[src/shared/timc_pkg.sv]
/*
  Constants, field layout and decode function for the timing control
  block of the correlator. Assumes a 20 MHz master clock.
*/
`default_nettype none

package timc_pkg;

  // Master clock
  localparam int CLK_NS = 50;

  // Host bus
  localparam int HOST_ADDR_W = 8;
  localparam int HOST_DATA_W = 16;
  localparam logic [7:0] TIMING_CONTROL_ADDR = 8'hC2;
  localparam logic [15:0] TIMING_CONTROL_RESET = 16'h0000;

  // Measurement tick: periods of the 175 ns timing clock
  localparam int TICK_UNIT_NS = 175;
  localparam int TICK_LONG_UNITS = 571428;
  localparam int TICK_SHORT_UNITS = 51948;
  localparam int TICK_LONG_CYC = (TICK_LONG_UNITS * TICK_UNIT_NS) / CLK_NS;
  localparam int TICK_SHORT_CYC = (TICK_SHORT_UNITS * TICK_UNIT_NS) / CLK_NS;
  localparam int TICK_CNT_W = 21;

  // Oscillator check: 40 MHz reference divided by 182
  localparam int REF_CLK_NS = 25;
  localparam int OSC_DIV = 182;
  localparam int OSC_PERIOD_NS = REF_CLK_NS * OSC_DIV;
  localparam int OSC_PERIOD_CYC = OSC_PERIOD_NS / CLK_NS;
  localparam int OSC_HIGH_CYC = OSC_PERIOD_CYC / 2;
  localparam int OSC_CNT_W = 7;

  // Interrupt time base: all times are multiples of 84.175 us
  localparam int ITB_UNIT_NS = 84175;
  localparam int ITB_PAIR_CYC = (2 * ITB_UNIT_NS) / CLK_NS;
  localparam int ITB_UNIT_A_CYC = ITB_PAIR_CYC / 2;
  localparam int ITB_UNIT_B_CYC = ITB_PAIR_CYC - ITB_UNIT_A_CYC;
  localparam int ITB_PRE_W = 11;
  localparam int ITB_UNITS_W = 4;

  // Feedback pulse width counter
  localparam int FB_WIDTH_W = 16;

  typedef struct packed {
    logic [2:0] unused_hi;
    logic [3:0] itb_code;
    logic marker_test_source;
    logic [2:0] fb_edge_sel;
    logic marker_test_select;
    logic irq_origin_select;
    logic tick_origin_select;
    logic irq_output_enable;
    logic tick_interval_select;
  } timc_ctrl_s;

  typedef struct packed {
    logic [3:0] high_units;
    logic [3:0] low_units;
  } timc_itb_s;

  // High and low times of the interrupt period, in 84.175 us units
  function automatic timc_itb_s timc_itb_decode(input logic [3:0] code);
    timc_itb_s t;
    t = '{high_units: 4'h3, low_units: 4'h3};
    unique case (code)
      4'h4: t = '{high_units: 4'h1, low_units: 4'h4};
      4'h5: t = '{high_units: 4'h3, low_units: 4'h3};
      4'h6: t = '{high_units: 4'h4, low_units: 4'h3};
      4'h7: t = '{high_units: 4'h4, low_units: 4'h4};
      4'h8: t = '{high_units: 4'h5, low_units: 4'h4};
      4'h9: t = '{high_units: 4'h5, low_units: 4'h5};
      4'hA: t = '{high_units: 4'h6, low_units: 4'h5};
      4'hB: t = '{high_units: 4'h1, low_units: 4'hB};
      4'hC: t = '{high_units: 4'h2, low_units: 4'hB};
      4'hD: t = '{high_units: 4'h1, low_units: 4'hD};
      4'hE: t = '{high_units: 4'h2, low_units: 4'hD};
      4'hF: t = '{high_units: 4'h5, low_units: 4'hB};
      default: t = '{high_units: 4'h3, low_units: 4'h3};
    endcase
    return t;
  endfunction

endpackage

`default_nettype wire

[src/rtl/timc_itb.sv]
/*
  Interrupt time base generator: high phase then low phase, lengths
  in 84.175 us units. Assumes the code input is from the same clock.
*/
`timescale 1ns/1ps
`default_nettype none

module timc_itb
  import timc_pkg::*;
(
  input wire logic mclk,
  input wire logic rst,
  input wire logic [3:0] itb_code,
  output logic irq_level
);

  logic [ITB_PRE_W-1:0] pre_r;
  logic half_r;
  logic [ITB_UNITS_W-1:0] unit_r;
  logic level_r;
  timc_itb_s cur_r;
  logic unit_end;
  logic phase_end;
  logic [ITB_PRE_W-1:0] pre_lim;

  // Units alternate 1683 and 1684 cycles to average 1683.5
  assign pre_lim = half_r ? ITB_PRE_W'(ITB_UNIT_B_CYC - 1)
                          : ITB_PRE_W'(ITB_UNIT_A_CYC - 1);
  assign unit_end = (pre_r == pre_lim);
  assign phase_end = unit_end &&
    (unit_r == (level_r ? cur_r.high_units : cur_r.low_units) - 4'h1);

  always_ff @(posedge mclk) begin
    if (rst) begin
      pre_r <= '0;
      half_r <= 1'b0;
      unit_r <= '0;
      level_r <= 1'b1;
      cur_r <= '{high_units: 4'h3, low_units: 4'h3};
    end else begin
      pre_r <= unit_end ? '0 : pre_r + 1'b1;
      if (unit_end) begin
        half_r <= ~half_r;
        unit_r <= phase_end ? '0 : unit_r + 1'b1;
      end
      if (phase_end) begin
        level_r <= ~level_r;
        if (!level_r) begin
          cur_r <= timc_itb_decode(itb_code);
        end
      end
    end
  end

  assign irq_level = level_r;

endmodule // timc_itb

`default_nettype wire

[src/rtl/timc_sync.sv]
/*
  Two-stage synchroniser for a bundle of asynchronous pins.
  Assumes the bundle may be sampled bit by bit.
*/
`timescale 1ns/1ps
`default_nettype none

module timc_sync #(
  parameter int W = 1
) (
  input wire logic mclk,
  input wire logic rst,
  input wire logic [W-1:0] d,
  output logic [W-1:0] q
);

  logic [W-1:0] meta_r;
  logic [W-1:0] q_r;

  always_ff @(posedge mclk) begin
    if (rst) begin
      meta_r <= '0;
      q_r <= '0;
    end else begin
      meta_r <= d;
      q_r <= meta_r;
    end
  end

  assign q = q_r;

endmodule // timc_sync

`default_nettype wire

[src/rtl/timc_top.sv]
/*
  Timing control register of the correlator with the tick generator,
  interrupt output gating, status latch strobe, marker pin selection
  and feedback pulse width measurement it steers.
  Assumes host bus, companion chip and feedback pins are asynchronous;
  time_mark and ch1_dump_evt come from logic on mclk.
*/
//
// Function
// - Tick every 571428 timing clocks when low
// - Tick every 51948 timing clocks when high
// - Reset clears every control field to zero
// - Enable low holds pin low, no sampling
// - Enable high drives interrupt, samples status
// - Origin picks internal or companion tick
// - Own interrupt edge latches status, style-dependent
// - Origin high uses companion interrupt edge
// - Marker pin: time mark or test signal
// - Feedback field picks input 1-3 or tick
// - Measure width between selected signal edges
// - Oscillator check square wave, 4.55 us
// - Channel-1 dump toggles marker pin level
// - Time base field selects interrupt period
// - Periods 420.875 to 1346.8 us, default 505.05
// - After reset: 100 ms tick, irq low
`timescale 1ns/1ps
`default_nettype none

module timc_top
  import timc_pkg::*;
#(
  parameter int unsigned TICK_LONG_CYCLES = TICK_LONG_CYC,
  parameter int unsigned TICK_SHORT_CYCLES = TICK_SHORT_CYC
) (
  input wire logic mclk,
  input wire logic rst,
  input wire logic host_cs_n,
  input wire logic host_wr_n,
  input wire logic [HOST_ADDR_W-1:0] host_addr,
  input wire logic [HOST_DATA_W-1:0] host_data,
  input wire logic bus_style_falling,
  input wire logic tick_input_pin,
  input wire logic irq_input_pin,
  input wire logic feedback_input_1,
  input wire logic feedback_input_2,
  input wire logic feedback_input_3,
  input wire logic time_mark,
  input wire logic ch1_dump_evt,
  output logic measurement_tick,
  output logic tick_output_pin,
  output logic irq_output_pin,
  output logic status_latch,
  output logic marker_pin,
  output logic [FB_WIDTH_W-1:0] fb_width,
  output logic fb_width_valid
);

  localparam int AD_W = HOST_ADDR_W + HOST_DATA_W;
  localparam int BUS_W = 2 + AD_W;

  // Pin synchronisers
  logic [BUS_W-1:0] bus_q;
  logic [5:0] pin_q;

  timc_sync #(.W(BUS_W)) u_bus_sync (
    .mclk(mclk),
    .rst(rst),
    .d({host_cs_n, host_wr_n, host_addr, host_data}),
    .q(bus_q)
  );

  timc_sync #(.W(6)) u_pin_sync (
    .mclk(mclk),
    .rst(rst),
    .d({bus_style_falling, tick_input_pin, irq_input_pin,
        feedback_input_3, feedback_input_2, feedback_input_1}),
    .q(pin_q)
  );

  // Host write: captured on the trailing edge of the strobe
  logic [AD_W-1:0] bus_d_r;
  timc_ctrl_s ctrl_r;
  logic wr_act;
  logic wr_act_d_r;
  logic wr_end;
  logic wr_hit;

  // Strobes are combined only after both have passed the synchroniser
  assign wr_act = !bus_q[BUS_W-1] && !bus_q[BUS_W-2];
  assign wr_end = wr_act_d_r && !wr_act;
  assign wr_hit = wr_end &&
    (bus_d_r[HOST_DATA_W +: HOST_ADDR_W] == TIMING_CONTROL_ADDR);

  always_ff @(posedge mclk) begin
    if (rst) begin
      bus_d_r <= '0;
      wr_act_d_r <= 1'b0;
      ctrl_r <= timc_ctrl_s'(TIMING_CONTROL_RESET);
    end else begin
      bus_d_r <= bus_q[AD_W-1:0];
      wr_act_d_r <= wr_act;
      if (wr_hit) begin
        ctrl_r <= timc_ctrl_s'(bus_d_r[HOST_DATA_W-1:0]);
      end
    end
  end

  // Edge detection on synchronised pins
  logic [5:0] pin_d_r;
  logic style_fall;
  logic ext_tick_edge;
  logic ext_irq_edge;

  assign style_fall = pin_q[5];
  assign ext_tick_edge = pin_q[4] && !pin_d_r[4];
  assign ext_irq_edge = style_fall ? (!pin_q[3] && pin_d_r[3])
                                   : (pin_q[3] && !pin_d_r[3]);

  // Internal tick generator, free running
  logic [TICK_CNT_W-1:0] tick_cnt_r;
  logic [TICK_CNT_W-1:0] tick_lim_m1;
  logic tick_int;
  logic tick_sel;

  assign tick_lim_m1 = ctrl_r.tick_interval_select
    ? TICK_CNT_W'(TICK_SHORT_CYCLES - 1)
    : TICK_CNT_W'(TICK_LONG_CYCLES - 1);
  assign tick_int = (tick_cnt_r >= tick_lim_m1);
  assign tick_sel = ctrl_r.tick_origin_select ? ext_tick_edge
                                              : tick_int;

  // Interrupt time base and status latch strobe
  logic itb_level;
  logic itb_d_r;
  logic own_irq_edge;
  logic irq_edge;

  timc_itb u_itb (
    .mclk(mclk),
    .rst(rst),
    .itb_code(ctrl_r.itb_code),
    .irq_level(itb_level)
  );

  assign own_irq_edge = style_fall ? (!itb_level && itb_d_r)
                                   : (itb_level && !itb_d_r);
  assign irq_edge = ctrl_r.irq_origin_select ? ext_irq_edge
                                             : own_irq_edge;

  // Marker pin sources
  logic [OSC_CNT_W-1:0] osc_cnt_r;
  logic osc_level_r;
  logic dump_tog_r;
  logic marker_nxt;
  logic osc_end;

  assign osc_end = (osc_cnt_r == OSC_CNT_W'(OSC_PERIOD_CYC - 1));
  assign marker_nxt = !ctrl_r.marker_test_select ? time_mark
    : (ctrl_r.marker_test_source ? dump_tog_r : osc_level_r);

  // Feedback pulse width measurement
  logic fb_sig;
  logic fb_sig_d_r;
  logic fb_rise;
  logic fb_fall;
  logic fb_start;
  logic fb_stop;
  logic fb_busy_r;
  logic [FB_WIDTH_W-1:0] fb_cnt_r;

  assign fb_sig = (ctrl_r.fb_edge_sel[2:1] == 2'h0) ? pin_q[0]
    : (ctrl_r.fb_edge_sel[2:1] == 2'h1) ? pin_q[1]
    : (ctrl_r.fb_edge_sel[2:1] == 2'h2) ? pin_q[2]
    : tick_output_pin;
  assign fb_rise = fb_sig && !fb_sig_d_r;
  assign fb_fall = !fb_sig && fb_sig_d_r;
  assign fb_start = ctrl_r.fb_edge_sel[0] ? fb_fall : fb_rise;
  assign fb_stop = ctrl_r.fb_edge_sel[0] ? fb_rise : fb_fall;

  always_ff @(posedge mclk) begin
    if (rst) begin
      pin_d_r <= '0;
      tick_cnt_r <= '0;
      // Matches the time base reset level, so no false edge follows reset
      itb_d_r <= 1'b1;
      measurement_tick <= 1'b0;
      tick_output_pin <= 1'b0;
      irq_output_pin <= 1'b0;
      status_latch <= 1'b0;
    end else begin
      pin_d_r <= pin_q;
      tick_cnt_r <= tick_int ? '0 : tick_cnt_r + 1'b1;
      itb_d_r <= itb_level;
      measurement_tick <= tick_sel;
      tick_output_pin <= tick_sel;
      irq_output_pin <= ctrl_r.irq_output_enable && itb_level;
      status_latch <= ctrl_r.irq_output_enable && irq_edge;
    end
  end

  always_ff @(posedge mclk) begin
    if (rst) begin
      osc_cnt_r <= '0;
      osc_level_r <= 1'b1;
      dump_tog_r <= 1'b0;
      marker_pin <= 1'b0;
    end else begin
      osc_cnt_r <= osc_end ? '0 : osc_cnt_r + 1'b1;
      osc_level_r <= (osc_end || osc_cnt_r < OSC_CNT_W'(OSC_HIGH_CYC - 1));
      if (ch1_dump_evt) begin
        dump_tog_r <= ~dump_tog_r;
      end
      marker_pin <= marker_nxt;
    end
  end

  always_ff @(posedge mclk) begin
    if (rst) begin
      fb_sig_d_r <= 1'b0;
      fb_busy_r <= 1'b0;
      fb_cnt_r <= '0;
      fb_width <= '0;
      fb_width_valid <= 1'b0;
    end else begin
      fb_sig_d_r <= fb_sig;
      fb_width_valid <= fb_busy_r && fb_stop;
      if (fb_start) begin
        fb_busy_r <= 1'b1;
        fb_cnt_r <= FB_WIDTH_W'(1);
      end else if (fb_busy_r && fb_stop) begin
        fb_busy_r <= 1'b0;
        fb_width <= fb_cnt_r;
      end else if (fb_busy_r && !(&fb_cnt_r)) begin
        fb_cnt_r <= fb_cnt_r + 1'b1;
      end
    end
  end
endmodule // timc_top

`default_nettype wire

[config.mk]
export PLATFORM = sky130hd
export DESIGN_NAME = timc_top
export DESIGN_NICKNAME = d
export VERILOG_FILES = /design/src/shared/timc_pkg.sv /design/src/rtl/timc_itb.sv /design/src/rtl/timc_sync.sv /design/src/rtl/timc_top.sv
export SDC_FILE = /design/constraint.sdc
export NUM_CORES = 1
export LEC_CHECK = 0
export ABC_AREA = 1
export BUFFER_PORTS_ARGS = -buffer_cell sky130_fd_sc_hd__clkbuf_2
export CAP_MARGIN = 0
export CORE_ASPECT_RATIO = 0.7
export CORE_MARGIN = 2
export CORE_UTILIZATION = 40
export DETAILED_ROUTE_END_ITERATION = 7
export HOLD_SLACK_MARGIN = 0.06
export PLACE_DENSITY_LB_ADDON = 0.3
export SYNTH_ARGS = -nofsm -noshare
export SYNTH_HDL_FRONTEND = slang
export SYNTH_SLANG_ARGS = --single-unit
[constraint.sdc]
create_clock -name mclk -period 3.7 [get_ports mclk]
set_input_delay 0.74 -clock mclk [delete_from_list [all_inputs] [get_ports mclk]]
set_output_delay 0.74 -clock mclk [all_outputs]
set_load 0.05 [all_outputs]
==> metrics.md, run 1 <==
| Metric | Value |
|---|---|
| Hold_sp | u_pin_sync.meta_r[5]$_SDFF_PP0_ |
| Slew headroom | 46.50% |
| Top Ports | 58 |
| Remaining global-route overflow | 0 |
| Setup crit start | ctrl_r[0]$_SDFFE_PP0P_ |
| Row count | 43 |
| Mapped Avg Cell Area | about 7.6 µm² |
| Detailed-route wire length | 14920 µm |
| Slowest-stage cell, CP | dfxtp_1 |
| Die width | 172.8 µm |
| Count leader, synth | nand2_1 |
| GP Congestion | 0.8769 |
| Layout cells sized above 1 | around an eighth |
| Async SR Flop Fraction | 0% |
| Worst R2R Start | ctrl_r[0]$_SDFFE_PP0P_ |
| Cts hold-fix bufs | 0 |
| P_leak | 3.862 nW |
| Starting density of the core | about two fifths |
| Synth Register Bits | 189 |
| Area Overhead vs Synth | 13.42% |
| Dpl hpwl | 10330 µm |
| CTS tree | done |
| Mapped Cells | 1056 |
| R2R setup slack | 1380 ps |
| Crit path time final | approximately 2300 ps |
| Clk sink count | between 150 and 200 |
| Hold path depth | 2 |
| Worst hold endpoint | u_pin_sync.q[5]$_SDFF_PP0_ |
| Layout filler cell count | 2008 |
| Nets | 1159 |
| Crit-path cells | inv_1 > ha_1 > nand2_1 > inv_1 > nand3_1 > nand2_1 > and2_1 > nor2_2 > nand4_2 > nor2_1 |
| Final clock skew | 10.17 ps |
| First-pass GRT wire length | 25430 µm |
| RSZ-0062 raised after global routing | no |
| Die Y | 122.2 µm |
| Crit share post-route | between 60 and 70% |
| Fin. Hold Viols | 0 |
| Mapped cell area | ~8000 µm² |
| Post-DRT Antenna Nets | 0 |
| Max Slew Vio Count | 0 |
| Maximum root-to-sink buffer count | 2 |
| EDFF count, synth | 0 |
| Worst-Margin Slew | approximately 800 ps |
| Worst flop-to-flop path endpoint | tick_cnt_r[20]$_SDFF_PP0_ |
| Largest net degree at the start of global routing | 81 |
| Routed len/inst | 10.78 µm |
| FF-to-FF path depth | 10 |
| Critical path startpoint category | flip-flop |
| CTS root buffer | clkbuf_16 |
| Antenna Diode Count | 0 |
| Critical path required time | 4050 ps |
| Power Dens Cells | about 460 nW/µm² |
| Pre-antenna DRT Iters | 7 |
| CTS clock-pin slew for the worst setup and hold paths | 70 ps |
| Commonest register cell after synthesis | dfxtp_1 |
| WP data arrival | 2670 ps |
| Min-delay worst type | reg2reg |
| Cts bufs inserted | 17 |
| Vias in the first global route | 5490 |
| Latest clock arrival within the worst-skew pair | 430 ps |
| Area share of the largest cell type after synthesis | 47.41% |
| MaxCap Viol Count | 0 |
| Synth area leader | dfxtp_1 |
| Die area | 21110 µm² |
| CP Max Fanout | 21 |
| Final setup violation count | 0 |
| Commonest cells in the netlist | nand2_1, dfxtp_1, nor2_1 |
| Setup TNS Final | 0 ps |
| CP Capture Type | flip-flop |
| Tot Pwr | 0.004134 W |
| Initial antenna violation count | 0 |
| Outcome | complete, no violations |
| DRC violations left | 0 |
| Vias per inst | 4.451 |
| Register area share after synthesis | 47.41% |
| Port buffer count | between 50 and 60 |
| Synth area leaders | dfxtp_1, nand2_1, nor2_1 |
| # H-tree levels | 4 |
| Setup bufs post-CTS | 0 |
| Core Region | slightly below 20000 µm² |
| Maximum operating frequency | around 0.43 GHz |
| Post-CTS Resized | 0 |
| Count of cell types in the netlist | 43 |
| CP peak stage delay | 510 ps |
| 1st-iter DRT viols | approximately 380 |
| Worst IR Drop VDD | 0.2876 mV |
| Post-Syn Nets | 1113 |
| Total GRT Usage | 14.79% |
| Setup Crit Path Kind | reg2reg |
| Syn. warnings | 0 |
| Vias | around 6200 |
layout make-up:
| class | instances | area, µm² | share of cell area [%] |
|---|---|---|---|
| Clock buffer | 19 | 442.9 | 4.894 |
| Clock inverter | 12 | 167.7 | 1.852 |
| Inverter | 180 | 680.7 | 7.520 |
| Multi-Input combinational cell | 656 | 3336 | 36.85 |
| Sequential cell | 189 | 3784 | 41.80 |
| Tap cell | 270 | 337.8 | 3.732 |
| Timing Repair Buffer | 58 | 302.8 | 3.345 |
routing by layer:
layer  wire (µm)  track usage, %  up-vias  part of all wire, %
met1        8152           21.33     2706                   55
li1            -               -     3340                    -
met3         588           3.402       15                  3.9
met2        5984           21.80       99                   40
met4         191           4.820        0                  1.3
met5           0               0        -                    0
worst max-delay path by stage:
stage | to | slack [ps] | cells past startpoint
detailed placement | tick_cnt_r[18]$_SDFF_PP0_ | 1370 | 10
finish | tick_cnt_r[20]$_SDFF_PP0_ | 1380 | 10
CTS | tick_cnt_r[9]$_SDFF_PP0_ | 1350 | 10
global route | tick_cnt_r[18]$_SDFF_PP0_ | 1150 | 10
floorplan | u_itb.cur_r[0]$_SDFFE_PP1P_ | 1930 | 13
global placement | osc_cnt_r[6]$_SDFF_PP0_ | 1390 | 5
registers in the layout (all words and copies together) (netlist names), 2 cells and up:
name / count
fb_cnt_r: 16
u_itb.pre_r: 11
u_pin_sync.meta_r: 6
bus_d_r: 21
pin_d_r: 2
u_itb.cur_r: 7
u_pin_sync.q: 6
u_bus_sync.meta_r: 23
u_itb.unit_r: 4
u_bus_sync.q: 23
ctrl_r: 13
osc_cnt_r: 7
tick_cnt_r: 21
fb_width: 16
critical path: cells and delay by family (launching register included):
| family | cells | cell delay [ps] |
|---|---|---|
| adders and majority gates | 1 | 340 |
| and+or+nand+nor | 7 | 1180 |
| DFF | 1 | 510 |
| buffers and inverters | 2 | 220 |
cell families (layout without fill, tap and decap cells):
logic type	Yosys count	in the layout	share of synthesized area, %
buf+inv	211	269	10.79
flops	189	189	47.41
xor+xnor	30	30	3.293
simple gates	510	510	28.63
fa+ha+maj	21	21	3.293
compound gates	95	95	6.585
report_power, final:
part	switching [W]	total, W	leakage [nW]	internal, W
Combinational	0.0000929	0.000144	2.02	0.0000506
Sequential	0.0000234	0.00211	1.54	0.00208
Clock	0.000837	0.00188	0.301	0.00105
through the flow:
stage / util (%) / instance area, µm² / setup WS (ps) / hold slack [ps] / std cells
2_1_floorplan: - / 7980 / 1932 / 388.3 / 1056
5_1_grt: 45.97 / 9051 / 1154 / 418.3 / 1384
3_5_place_dp: 42.86 / 8441 / 1365 / 392.4 / 1353
4_1_cts: 45.97 / 9051 / 1345 / 393.9 / 1384
6_report: 45.97 / 9051 / 1379 / 396.2 / 1384
3_3_place_gp: 42.86 / 8441 / 1393 / 388.8 / 1353
placed cells by master, fill, tap and decap left out, types with 2 or more instances in the layout:
cell / synthesis / layout
nand3b_1: 4 / 4
a21oi_2: 9 / 9
a21oi_1: 47 / 47
nand3_1: 61 / 61
inv_1: 176 / 176
nor3_1: 18 / 18
nand4_2: 3 / 3
nor3b_1: 4 / 4
bufinv_16: 0 / 2
xnor2_1: 9 / 9
clkbuf_2: 0 / 53
o21ai_0: 31 / 31
nand4_1: 17 / 17
a31oi_1: 2 / 2
inv_8: 0 / 5
xor2_1: 21 / 21
clkbuf_16: 0 / 17
buf_4: 4 / 5
nor2_4: 7 / 7
nand2_4: 3 / 3
nand3_4: 2 / 2
ha_1: 21 / 21
dfxtp_1: 189 / 189
inv_2: 3 / 3
nand3_2: 4 / 4
nand2_1: 191 / 191
inv_6: 1 / 4
nand2_2: 5 / 5
nor2_1: 179 / 179
nor2_2: 6 / 6
Power figures use the tool's default switching activity.
==> run 2: changes to the inputs <==
Clock period 3.7 ns to 2.4 ns, I/O delays scaled along.
==> run 2 against run 1 <==
Net effect: die area is the same; critical path depth grew 1; cell area grew 0.17%; clock skew grew 6.5 ps; setup slack lost 1100 ps; critical path type unchanged; largest power group unchanged; hold slack lost 180 ps; core utilization grew 0.076 points; register-to-register slack lost 1100 ps; clock power grew 48%; non-clock buffer count grew 1.
==> metrics.md, run 2 (synthesis gave the netlist of run 1 again) <==
| Metric | Value |
|---|---|
| DP Worst Slack | 311.1 ps (was 1365 ps) |
| CTS tree | done (unchanged) |
| Slew headroom | 48.70% (was 46.50%) |
| CP peak stage delay | 530 ps (was 510 ps) |
| Most used cell, CP | nand2_1 |
| Crit share post-route | 89.36% (was 62.74%) |
| Layout cells sized above 1 | 12.01% (was 11.85%) |
| Maximum root-to-sink buffer count | 2 (unchanged) |
| CP Capture Type | flip-flop (unchanged) |
| Core Region | 19690 µm² (unchanged) |
| Outcome | complete, no violations (unchanged) |
| Worst-Margin Slew | 767.7 ps (was 800.5 ps) |
| Dpl hpwl | 10310 µm (was 10330 µm) |
| Die Y | 122.2 µm (unchanged) |
| Port buffer count | 54 (unchanged) |
| Setup TNS Final | 0 ps (unchanged) |
| Vias per inst | 4.423 (was 4.451) |
| Area Overhead vs Synth | 13.61% (was 13.42%) |
| Critical path startpoint category | flip-flop (unchanged) |
| Critical path required time | 2700 ps (was 4050 ps) |
| Layout filler cell count | 1984 (was 2008) |
| Setup Crit Path Kind | reg2reg (unchanged) |
| Commonest cells after routing, fill and taps aside | nand2_1, dfxtp_1, nor2_1 (unchanged) |
| Cts hold-fix bufs | 0 (unchanged) |
| WP data arrival | 2440 ps (was 2670 ps) |
| Post-DRT Antenna Nets | 0 (unchanged) |
| CTS root buffer | clkbuf_16 (unchanged) |
| Pre-antenna DRT Iters | 5 (was 7) |
| CP Buf/Inv Count | 1 (was 2) |
| Worst IR Drop VDD | 0.5308 mV (was 0.2876 mV) |
| P_leak | 3.863 nW (was 3.862 nW) |
| Min-delay worst type | in2reg (was reg2reg) |
| Register area | 3784 µm² (unchanged) |
| Die area | 21110 µm² (unchanged) |
| Latest clock arrival within the worst-skew pair | 440 ps (was 430 ps) |
| Worst setup margin | 255.4 ps (was 1379 ps) |
| MaxCap Viol Count | 0 (unchanged) |
| DRC violations left | 0 (unchanged) |
| Row count | 43 (unchanged) |
| Post-CTS Resized | 0 (unchanged) |
| GP Congestion | 0.8837 (was 0.8769) |
| Footprint of the multi-input gates | 3336 µm² (unchanged) |
| 1st-iter DRT viols | 351 (was 379) |
| Routed len/inst | 10.76 µm (was 10.78 µm) |
| Largest net degree at the start of global routing | 107 (was 81) |
| CTS clock-pin slew for the worst setup and hold paths | 80 ps (was 70 ps) |
| Die width | 172.8 µm (unchanged) |
| Total GRT Usage | 14.79% (about the same) |
| Crit-path cells | inv_6 > nand2_1 > nand2_1 > ha_1 > xnor2_1 > a21oi_1 > nand2_1 > nor2_4 > nand2_1 > nand3_1 > o21ai_0 (was inv_1 > ha_1 > nand2_1 > inv_1 > nand3_1 > nand2_1 > and2_1 > nor2_2 > nand4_2 > nor2_1) |
| Maximum operating frequency | 0.4663 GHz (was 0.4308 GHz) |
| First-pass GRT wire length | 25330 µm (was 25430 µm) |
| Most common cell after layout, fill and taps aside | nand2_1 (unchanged) |
| Cts bufs inserted | 17 (unchanged) |
| Crit path time final | 2145 ps (was 2321 ps) |
| Remaining global-route overflow | 0 (unchanged) |
| Fin. Hold Viols | 0 (unchanged) |
| Nets | 1160 (was 1159) |
| Antenna Diode Count | 0 (unchanged) |
| # H-tree levels | 4 (unchanged) |
| Vias in the first global route | 5360 (was 5490) |
| Vias | 6130 (was 6160) |
| Slowest-stage cell, CP | dfxtp_1 (unchanged) |
| Initial antenna violation count | 0 (unchanged) |
| Power Dens Cells | 689.5 nW/µm² (was 456.8 nW/µm²) |
| Final setup violation count | 0 (unchanged) |
| CP Max Fanout | 18 (was 21) |
| Detailed-route wire length | 14920 µm (about the same) |
| RSZ-0062 raised after global routing | no (unchanged) |
| Max Slew Vio Count | 0 (unchanged) |
| Final clock skew | 16.64 ps (was 10.17 ps) |
| Cell family with most CP delay | simple AND/OR/NAND/NOR gates (unchanged) |
| Top Ports | 58 (unchanged) |
| Setup bufs post-CTS | 0 (unchanged) |
| Clk sink count | 189 (unchanged) |
| Starting density of the core | 40.53% (unchanged) |
-- run 2: cell type report --
type / count / share of cell area (%)
Clock buffer: 18 / 4.734
Clock inverter: 14 / 1.946
Inverter: 180 / 7.508
Multi-Input combinational cell: 656 / 36.79
Sequential cell: 189 / 41.73
Tap cell: 270 / 3.726
Timing Repair Buffer: 59 / 3.561
-- run 2: tightest hold or removal path: stages --
cell and delay, ps:
clkbuf_2 80, inv_1 40, nor2_1 30
-- run 2: metal layers --
layer,routed length [µm],global-route usage [%]
met5,0,0
met4,137,4.343
met3,650,4.338
met2,5766,20.50
met1,8365,21.91
-- run 2: metrics by stage --
step	cell area (µm²)	power (W)	util (%)	std cells	hold slack, ps
2_1_floorplan	7980	0.003480	-	1056	388.3
3_3_place_gp	8461	0.003545	42.97	1354	391.2
3_5_place_dp	8461	0.003550	42.97	1354	392.2
4_1_cts	9066	0.006323	46.04	1386	202.1
5_1_grt	9066	0.006510	46.04	1386	201.5
6_report	9066	0.006251	46.04	1386	219.0
-- run 2: worst paths after layout --
| path | startpoint | to | slack [ps] | cells past startpoint |
|---|---|---|---|---|
| worst max-delay path | u_itb.irq_level$_SDFFE_PP1N_ | u_itb.unit_r[1]$_SDFFE_PP0N_ | 260 | 11 |
| worst min-delay path | host_addr[2] | u_bus_sync.meta_r[18]$_SDFF_PP0_ | 220 | 3 |
| worst max register to register | u_itb.irq_level$_SDFFE_PP1N_ | u_itb.unit_r[1]$_SDFFE_PP0N_ | 260 | 11 |
| worst min register to register | u_bus_sync.meta_r[0]$_SDFF_PP0_ | u_bus_sync.q[0]$_SDFF_PP0_ | 390 | 2 |
-- run 2: where the power goes --
part / total, W / switching, W / internal, W
Clock: 0.00278 / 0.00137 / 0.00141
Combinational: 0.000226 / 0.000144 / 0.0000819
Sequential: 0.00325 / 0.0000356 / 0.00321
Total: 0.00625 / 0.00155 / 0.00470
